File: src/verilog/acsm_pkg.sv
// Audio channel sequencer constants, states and register map
package acsm_pkg;
  // Sequencer codes as the state flip-flops hold them
  typedef enum logic [2:0] {
    ST_IDLE      = 3'h0,
    ST_DMA_WAIT  = 3'h1,
    ST_HI        = 3'h2,
    ST_LO        = 3'h3,
    ST_UNUSED4   = 3'h4,
    ST_DMA_PRIME = 3'h5,
    ST_UNUSED6   = 3'h6,
    ST_UNUSED7   = 3'h7
  } acsm_state_t;

  // Sequencer step rate derived from the system clock
  localparam int SYS_CLK_KHZ = 200000;
  localparam int CC_KHZ      = 3580;
  localparam int TICK_DIV    = SYS_CLK_KHZ / CC_KHZ;
  localparam int TICK_W      = $clog2(TICK_DIV);

  // Register port
  localparam int         ADDR_W = 3;
  localparam logic [2:0] A_PER  = 3'h0;
  localparam logic [2:0] A_LEN  = 3'h1;
  localparam logic [2:0] A_VOL  = 3'h2;
  localparam logic [2:0] A_DAT  = 3'h3;
  localparam logic [2:0] A_CTL  = 3'h4;
  localparam logic [2:0] A_STAT = 3'h5;

  // Control fields
  localparam int CTL_AV = 0;
  localparam int CTL_AP = 1;

  // Status fields above the three state bits
  localparam int STAT_FULL = 3;
  localparam int STAT_PREP = 4;
  localparam int STAT_RST  = 5;

  // Counter finish value and latch reset values
  localparam logic [15:0] CNT_FIN   = 16'h0001;
  localparam logic [15:0] PER_RST   = 16'h0000;
  localparam logic [15:0] LEN_RST   = 16'h0000;
  localparam logic [6:0]  VOL_RST   = 7'h00;
endpackage : acsm_pkg

File: src/verilog/acsm_channel.sv
// One audio channel sequencer with counters, requests and attach forwarding
//
// The address map and the plain strobed port were decided locally.
`timescale 1ns/1ps

// Behaviour
// RL1: Per-channel eight-state sequencer, three state bits, stepped at the 3.58 MHz rate.
// RL2: The three unused state codes return unconditionally to idle 000.
// RL3: Without DMA, a processor data write moves idle into main loop 010/011.
// RL4: State 010 outputs the high byte, state 011 the low byte.
// RL5: Main loop moves only when period counter is one; counter reloads then.
// RL6: Processor must clear pending interrupt in time, otherwise sequencer falls idle.
// RL7: Without DMA, an interrupt request is raised on every 011 to 010 move except with attach period alone set.
// RL8: DMA on moves idle to 001 and issues word requests.
// RL9: First DMA word is discarded; it moves to 101 with next request out.
// RL10: Next DMA word enters 010; loop runs until DMA turns off.
// RL11: Length counts per word; at one, restart request joins word request, reload.
// RL12: In DMA mode, interrupt follows length finish as last word starts output.
// RL13: DMA controller collects requests per line, returns data about 14 cycles later.
// RL14: Attach volume requests on 011-010, attach period on 010-011, both on both.
// RL15: With very short periods the two buffered bytes simply repeat.
// RL16: Attach volume forwards words to next channel volume latch, not converter.
// RL17: Attach period forwards words to next channel period latch, not converter.
// RL18: Interrupt output combines immediate term and prepared term fired at 011-010 or 101-010.
// RL19: Period, length, volume reload from own latches; finished means value one.
// RL20: Output buffer loads from holding latch; second path on 010-011 with attach period.
// RL21: Normal requests qualified by no attach mode or attach volume.
// RL22: Each data load moves a full 16-bit word into the holding latch.
// RL23: Reset leaves the sequencer idle with no requests asserted.
module acsm_channel #(
  parameter int DAT_W = 16,
  parameter int VOL_W = 7
) (
  // Clock and reset
  input  wire logic                       clk,
  input  wire logic                       sys_rst,
  // Register port
  input  wire logic [acsm_pkg::ADDR_W-1:0] reg_addr,
  input  wire logic [15:0]                reg_wdata,
  input  wire logic                       reg_wr,
  input  wire logic                       reg_rd,
  output logic      [15:0]                reg_rdata,
  // DMA controller and interrupt circuitry
  input  wire logic                       chan_dma_on,
  input  wire logic                       chan_irq_pending,
  input  wire logic                       dma_data_valid,
  input  wire logic [DAT_W-1:0]           dma_data,
  output logic                            chan_word_dma_req,
  output logic                            chan_ptr_restart_req,
  output logic                            chan_irq_request,
  // From the previous channel when it is attached
  input  wire logic                       prev_per_load,
  input  wire logic                       prev_vol_load,
  input  wire logic [15:0]                prev_data,
  // To the next channel
  output logic                            fwd_per_load,
  output logic                            fwd_vol_load,
  output logic      [DAT_W-1:0]           fwd_data,
  // Converter side
  output logic      [7:0]                 dac_out,
  output logic      [VOL_W-1:0]           vol_out,
  output logic      [2:0]                 state_bits
);

  if (DAT_W != 16 || VOL_W < 1 || VOL_W > 16) begin : g_chk
    $error("acsm_channel: unsupported width");
  end

  acsm_pkg::acsm_state_t st;
  acsm_pkg::acsm_state_t next_st;

  logic [acsm_pkg::TICK_W-1:0] tick_cnt;
  logic             tick;
  logic [15:0]      per_latch;
  logic [15:0]      per_cnt;
  logic [15:0]      len_latch;
  logic [15:0]      len_cnt;
  logic [VOL_W-1:0] vol_latch;
  logic [DAT_W-1:0] hold;
  logic [DAT_W-1:0] outbuf;
  logic             hold_full;
  logic             irq_term_prepared;
  logic             restart_pend;
  logic             attach_volume;
  logic             attach_period;
  logic             napnav;
  logic             attached;
  logic             per_fin;
  logic             len_fin;
  logic             dat_wr;
  logic             word_in;
  logic             outbuf_load_main;
  logic             outbuf_load_attach;
  logic             consume;
  logic             next_req;
  logic             irq_term_now;
  logic             per_rld;
  logic             len_rld;
  logic             fire_prep;

  // Step strobe at the clock constant rate
  always_ff @(posedge clk or posedge sys_rst) begin
    if (sys_rst) begin
      tick_cnt <= '0;
    end else if (tick) begin
      tick_cnt <= '0;
    end else begin
      tick_cnt <= tick_cnt + 1'b1;
    end
  end
  // RL1: sequencer step rate
  assign tick = (tick_cnt == acsm_pkg::TICK_W'(acsm_pkg::TICK_DIV - 1));

  // RL21: request qualifier
  assign napnav   = ~attach_period | attach_volume;
  assign attached = attach_period | attach_volume;
  // RL19: finished means value one
  assign per_fin  = (per_cnt == acsm_pkg::CNT_FIN);
  assign len_fin  = (len_cnt == acsm_pkg::CNT_FIN);
  assign dat_wr   = reg_wr && (reg_addr == acsm_pkg::A_DAT);
  // Discarded first word is not counted
  assign word_in  = dma_data_valid && chan_dma_on && (st != acsm_pkg::ST_DMA_WAIT);

  always_comb begin
    next_st            = st;
    outbuf_load_main   = 1'b0;
    outbuf_load_attach = 1'b0;
    consume            = 1'b0;
    next_req           = 1'b0;
    irq_term_now       = 1'b0;
    per_rld            = 1'b0;
    len_rld            = 1'b0;
    fire_prep          = 1'b0;
    if (tick) begin
      case (st)
        acsm_pkg::ST_IDLE: begin
          // RL8: DMA start
          if (chan_dma_on) begin
            next_st  = acsm_pkg::ST_DMA_WAIT;
            next_req = 1'b1;
            len_rld  = 1'b1;
          // RL3: processor data entry
          end else if (hold_full) begin
            next_st          = acsm_pkg::ST_HI;
            outbuf_load_main = 1'b1;
            per_rld          = 1'b1;
          end
        end
        acsm_pkg::ST_DMA_WAIT: begin
          if (!chan_dma_on) begin
            next_st = acsm_pkg::ST_IDLE;
          // RL9: discard first word
          end else if (hold_full) begin
            next_st  = acsm_pkg::ST_DMA_PRIME;
            consume  = 1'b1;
            next_req = 1'b1;
          end
        end
        acsm_pkg::ST_DMA_PRIME: begin
          if (!chan_dma_on) begin
            next_st = acsm_pkg::ST_IDLE;
          // RL10: enter main loop
          end else if (hold_full) begin
            next_st          = acsm_pkg::ST_HI;
            outbuf_load_main = 1'b1;
            per_rld          = 1'b1;
            fire_prep        = 1'b1;
          end
        end
        acsm_pkg::ST_HI: begin
          // RL5: move on period finish
          if (per_fin) begin
            next_st = acsm_pkg::ST_LO;
            per_rld = 1'b1;
            // RL14: attach period request set
            if (attach_period) begin
              outbuf_load_attach = 1'b1;
              next_req           = chan_dma_on;
              irq_term_now       = ~chan_dma_on;
            end
          end
        end
        acsm_pkg::ST_LO: begin
          if (per_fin) begin
            per_rld = 1'b1;
            // RL6: stay if DMA is on or interrupt was cleared
            if (chan_dma_on || !chan_irq_pending) begin
              next_st          = acsm_pkg::ST_HI;
              outbuf_load_main = 1'b1;
              fire_prep        = 1'b1;
              // RL7: word transition requests
              if (napnav) begin
                next_req     = chan_dma_on;
                irq_term_now = ~chan_dma_on;
              end
            end else begin
              next_st = acsm_pkg::ST_IDLE;
            end
          end
        end
        // RL2: unused codes fall back to idle
        default: next_st = acsm_pkg::ST_IDLE;
      endcase
    end
  end

  // RL23: reset to idle
  always_ff @(posedge clk or posedge sys_rst) begin
    if (sys_rst) begin
      st <= acsm_pkg::ST_IDLE;
    end else begin
      st <= next_st;
    end
  end
  assign state_bits = st;

  // RL22: full word into holding latch
  always_ff @(posedge clk or posedge sys_rst) begin
    if (sys_rst) begin
      hold      <= '0;
      hold_full <= 1'b0;
    end else begin
      if (dma_data_valid) begin
        hold <= dma_data;
      end else if (dat_wr) begin
        hold <= reg_wdata;
      end
      // A new word beats a same-cycle consume
      hold_full <= dma_data_valid | dat_wr
                   | (hold_full & ~(outbuf_load_main | outbuf_load_attach | consume));
    end
  end

  // RL20: both buffer load paths
  always_ff @(posedge clk or posedge sys_rst) begin
    if (sys_rst) begin
      outbuf  <= '0;
      vol_out <= '0;
    end else if (outbuf_load_main | outbuf_load_attach) begin
      // RL15: old bytes repeat when no new word came
      outbuf  <= hold;
      vol_out <= vol_latch;
    end
  end

  // RL19: period latch from processor or attached channel
  always_ff @(posedge clk or posedge sys_rst) begin
    if (sys_rst) begin
      per_latch <= acsm_pkg::PER_RST;
      len_latch <= acsm_pkg::LEN_RST;
      vol_latch <= acsm_pkg::VOL_RST;
    end else begin
      if (prev_per_load) begin
        per_latch <= prev_data;
      end else if (reg_wr && reg_addr == acsm_pkg::A_PER) begin
        per_latch <= reg_wdata;
      end
      if (reg_wr && reg_addr == acsm_pkg::A_LEN) begin
        len_latch <= reg_wdata;
      end
      if (prev_vol_load) begin
        vol_latch <= prev_data[VOL_W-1:0];
      end else if (reg_wr && reg_addr == acsm_pkg::A_VOL) begin
        vol_latch <= reg_wdata[VOL_W-1:0];
      end
    end
  end

  // RL5: period counter
  always_ff @(posedge clk or posedge sys_rst) begin
    if (sys_rst) begin
      per_cnt <= acsm_pkg::PER_RST;
    end else if (per_rld) begin
      per_cnt <= per_latch;
    end else if (tick && (st == acsm_pkg::ST_HI || st == acsm_pkg::ST_LO)) begin
      per_cnt <= per_cnt - 1'b1;
    end
  end

  // RL11: length counter, restart and prepared interrupt
  always_ff @(posedge clk or posedge sys_rst) begin
    if (sys_rst) begin
      len_cnt           <= acsm_pkg::LEN_RST;
      restart_pend      <= 1'b0;
      irq_term_prepared <= 1'b0;
    end else begin
      if (len_rld || (word_in && len_fin)) begin
        len_cnt <= len_latch;
      end else if (word_in) begin
        len_cnt <= len_cnt - 1'b1;
      end
      restart_pend <= (word_in & len_fin) | (restart_pend & ~next_req);
      // RL12: fire at next word start, finish wins over fire
      irq_term_prepared <= (word_in & len_fin) | (irq_term_prepared & ~fire_prep);
    end
  end

  // RL18: combined interrupt and DMA request outputs
  always_ff @(posedge clk or posedge sys_rst) begin
    if (sys_rst) begin
      chan_irq_request     <= 1'b0;
      chan_word_dma_req    <= 1'b0;
      chan_ptr_restart_req <= 1'b0;
    end else begin
      chan_irq_request     <= irq_term_now | (fire_prep & irq_term_prepared);
      chan_word_dma_req    <= next_req;
      chan_ptr_restart_req <= next_req & restart_pend;
    end
  end

  // RL16: volume forwarding, RL17: period forwarding
  always_ff @(posedge clk or posedge sys_rst) begin
    if (sys_rst) begin
      fwd_per_load <= 1'b0;
      fwd_vol_load <= 1'b0;
      fwd_data     <= '0;
    end else begin
      fwd_per_load <= outbuf_load_attach;
      fwd_vol_load <= outbuf_load_main & attach_volume;
      if (outbuf_load_main | outbuf_load_attach) begin
        fwd_data <= hold;
      end
    end
  end

  // RL4: byte select, silent when attached
  always_ff @(posedge clk or posedge sys_rst) begin
    if (sys_rst) begin
      dac_out <= '0;
    end else if (attached) begin
      dac_out <= '0;
    end else if (st == acsm_pkg::ST_HI) begin
      dac_out <= outbuf[15:8];
    end else if (st == acsm_pkg::ST_LO) begin
      dac_out <= outbuf[7:0];
    end else begin
      dac_out <= '0;
    end
  end

  // Control register and read port
  always_ff @(posedge clk or posedge sys_rst) begin
    if (sys_rst) begin
      attach_volume <= 1'b0;
      attach_period <= 1'b0;
    end else if (reg_wr && reg_addr == acsm_pkg::A_CTL) begin
      attach_volume <= reg_wdata[acsm_pkg::CTL_AV];
      attach_period <= reg_wdata[acsm_pkg::CTL_AP];
    end
  end

  always_ff @(posedge clk or posedge sys_rst) begin
    if (sys_rst) begin
      reg_rdata <= '0;
    end else if (!reg_rd) begin
      reg_rdata <= '0;
    end else if (reg_addr == acsm_pkg::A_PER) begin
      reg_rdata <= per_latch;
    end else if (reg_addr == acsm_pkg::A_LEN) begin
      reg_rdata <= len_latch;
    end else if (reg_addr == acsm_pkg::A_VOL) begin
      reg_rdata <= 16'(vol_latch);
    end else if (reg_addr == acsm_pkg::A_CTL) begin
      reg_rdata <= {14'h0000, attach_period, attach_volume};
    end else if (reg_addr == acsm_pkg::A_STAT) begin
      reg_rdata <= {10'h000, restart_pend, irq_term_prepared, hold_full, st};
    end else begin
      reg_rdata <= '0;
    end
  end
endmodule : acsm_channel

File: config.mk
export PLATFORM = sky130hd
export DESIGN_NAME = acsm_channel
export DESIGN_NICKNAME = d
export VERILOG_FILES = /design/src/verilog/acsm_pkg.sv /design/src/verilog/acsm_channel.sv
export SDC_FILE = /design/constraint.sdc
export NUM_CORES = 1
export LEC_CHECK = 0
export ABC_CLOCK_PERIOD_IN_PS = 7300
export CAP_MARGIN = 5
export CORE_MARGIN = 5
export CORE_UTILIZATION = 40
export CTS_BUF_LIST = sky130_fd_sc_hd__clkbuf_8 sky130_fd_sc_hd__clkbuf_16
export CTS_CLUSTER_SIZE = 24
export DETAILED_ROUTE_END_ITERATION = 8
export DONT_BUFFER_PORTS = 1
export SLEW_MARGIN = 10
export SYNTH_ARGS = -nofsm -noshare
export SYNTH_HDL_FRONTEND = slang
export SYNTH_SLANG_ARGS = --single-unit
File: constraint.sdc
create_clock -name clk -period 7.3 [get_ports clk]
set_clock_uncertainty 0.2 [all_clocks]
set_input_delay 0.73 -clock clk [delete_from_list [all_inputs] [get_ports clk]]
set_output_delay 0.73 -clock clk [all_outputs]
set_load 0.01 [all_outputs]
==> flow_summary.ini <==
[finish]
fin_nets = 739
final_cell_mix = dfrtp_1 (153), mux2i_1 (59), nand2_1 (58), nor2_1 (58), o21ai_0 (54)
seq_area_um2 = 3829
n_fill_cell = 1711
multi_input_comb_area_um2 = 3443
syn_to_final_growth_pct = 10.90
drive_gt1_frac = 0.1574
final_area_um2 = 8284
final_core_util = 0.4474
final_common_cell = dfrtp_1
diodes = 0

[timing]
hold_viol_final = 0
setup_viol = 0
worstMarginPinSlew_ps = 1195
fmax_mhz = 315.1
rsz0062_at_grt = no
post-route-period-util = 0.4347
final_max_slew_viol_count = 0
period_minus_slack_ps = 3173
max_slew_margin = 0.2021
finalSetupTns_ps = 0

[floorplan]
initial_utilization = 0.4034
die_w_um = 146.7
placementRows = 50
chipHeight_um = 146.7
io_pins = 115
die_area_um2 = 21510
coreArea_um2 = 18520

[detailed_routing]
first_iter_violations = 403
totalWireLength_um = 19150
final_antenna_net_count = 0
wl_per_cell_um = 20.82
drt_first_pass_iters = 5
viasPerCell = 5.683
dr_total_vias = 5228
drc = 0

[worst_setup_path]
slowest_stage = a21oi_4
crit_required_ps = 7420
cp_cell_sequence = buf_4 > and3_1 > o21ai_0 > o21ai_0 > a21oi_4 > mux2_2
crit_fanout = 26
crit_path_end_kind = flop
critical-path-max-stage-delay_ps = 900
cp_common_cell = o21ai_0
crit_type = flop to flop
r2r_cells = 6
cp.arrival_ps = 3290
startpoint_type = flop

[grt]
grt_pass1_vias = 5323
grt_max_degree = 100
track_usage = 0.1816
grt_antenna_before_repair = 1
grt_pass1_wl_um = 30680
grt_overflow = 0

[synthesis]
ys_dominant_reg_cell = dfrtp_1
ys_types = 58
synthesis.nets = 751
yosys_warnings = 0
syn_avg_cell_area_um2 = 10.90
synth_top_area_cell = dfrtp_1
synth_edf_count = 0
synth_top_area_frac = 0.5126
ys_seq_elements = 153
synthTopCellsByArea = dfrtp_1 (51%), mux2i_1 (7.9%), mux2_2 (5.1%)
netlist_instances = 685
syn_area_um2 = 7470
synthArstFlopShare = 1.000
seq_area_frac_synth = 0.5126

[clocking]
cts.htree.levels = 4
root_buffer = clkbuf_16
ctsResizeCount = 0
cts_buffers = 17
cts.sink_count = 153
cts_tree = yes
worstSkewPairLatency_ps = 430
holdBufCountCts = 0
postCtsSetupBuffers = 0
cts.path.max_buffers = 2
clkSlewWorstSetupHoldPaths_ps = 70

[placement]
dp_hpwl_um = 13940
portBuffers = 0
dpl-instance-area_um2 = 7679
gp_congestion = 0.8624

[pwr]
vdd_drop_max_v = 0.0001692
finalPower_mw = 1.966
powerDensity_nw_per_um2 = 237.4
leakagePower_nw = 3.812

[outcome]
status = complete, no violations

[flow_run]
maxCapViolCount = 0

[hold_path]
hold_class = input port to asynchronous set/reset pin
-- layout make-up --
| type | instances | area share |
|---|---|---|
| clock buffers | 17 | 0.05135 |
| repair buffers | 6 | 0.005437 |
| multi-input cells | 478 | 0.4156 |
| flip-flops and latches | 153 | 0.4622 |
| inverters | 17 | 0.008307 |
| clock inverters | 15 | 0.02175 |
| well taps | 234 | 0.03534 |
-- logic make-up (layout without fill, tap and decap cells) --
| group | Yosys count | after routing | synth area share |
|---|---|---|---|
| AOI/OAI and AO/OA | 116 | 116 | 0.08995 |
| DFF | 153 | 153 | 0.5126 |
| muxes | 114 | 114 | 0.1745 |
| and+or+nand+nor | 211 | 211 | 0.1462 |
| adders and majority gates | 6 | 6 | 0.01005 |
| xor gates and xnor gates | 31 | 31 | 0.03635 |
| buffers and inverters | 54 | 55 | 0.03032 |
-- path summary, 6_finish.rpt --
path                           endpoint  slack, ps     startpoint
setup reg to reg           fwd_data[15]       4130  state_bits[0]
hold reg to reg            fwd_data[15]        300       hold[15]
hold / removal             reg_rdata[4]        140        sys_rst
max in group asynchronous   per_cnt[15]       5540        sys_rst
min in group clk           reg_rdata[6]        170    reg_addr[2]
setup / recovery           fwd_data[15]       4130  state_bits[0]
-- stage by stage --
step,instances,hold slack [ps],setup slack (ps)
finish,920,136.4,4127
global route,920,156.1,3934
CTS,920,160.2,4142
detailed placement,888,293.8,4062
global placement,888,288.6,4116
floorplan,685,271.1,2249
-- cell usage after synthesis (all sizes together) (4+ instances only) --
cell type / number
a21oi: 33
a2bb2oi: 5
a31oi: 5
and3: 6
buf: 11
clkbuf: 26
dfrtp: 153
ha: 6
inv: 17
mux2: 53
mux2i: 59
nand2: 58
nand2b: 7
nand3: 10
nand4: 5
nor2: 59
nor2b: 4
nor3: 7
nor3b: 5
nor4: 18
o21ai: 54
or3: 5
or4: 8
xnor2: 18
xor2: 13
-- power by group --
part           switching, mW  leakage [nW]  internal (mW)
Clock                  0.399         0.295          0.491
Sequential            0.0543          1.96          0.901
Combinational         0.0607          1.55         0.0611
-- sequential cells by signal (all words and copies together) (netlist names), 3 cells and up --
name / count
hold: 16
state_bits: 3
tick_cnt: 6
reg_rdata: 16
fwd_data: 16
dac_out: 8
len_cnt: 16
vol_latch: 7
vol_out: 7
per_cnt: 16
per_latch: 16
len_latch: 16
-- critical path: cells and delay by family, from the launching register on --
family,cells,cell delay [ps]
flip-flops,1,360
multiplexers,1,420
buffers and inverters,1,240
AO/OA/AOI/OAI,3,1580
AND/OR/NAND/NOR,1,230
-- layer usage --
metal | vias up | routed length (µm) | track usage
met5 | - | 0 | 0
li1 | 2410 | - | -
met2 | 174 | 8656 | 0.2752
met3 | 29 | 1336 | 0.05245
met1 | 2615 | 8775 | 0.2490
met4 | 0 | 382 | 0.06444
Power figures use the tool's default switching activity.
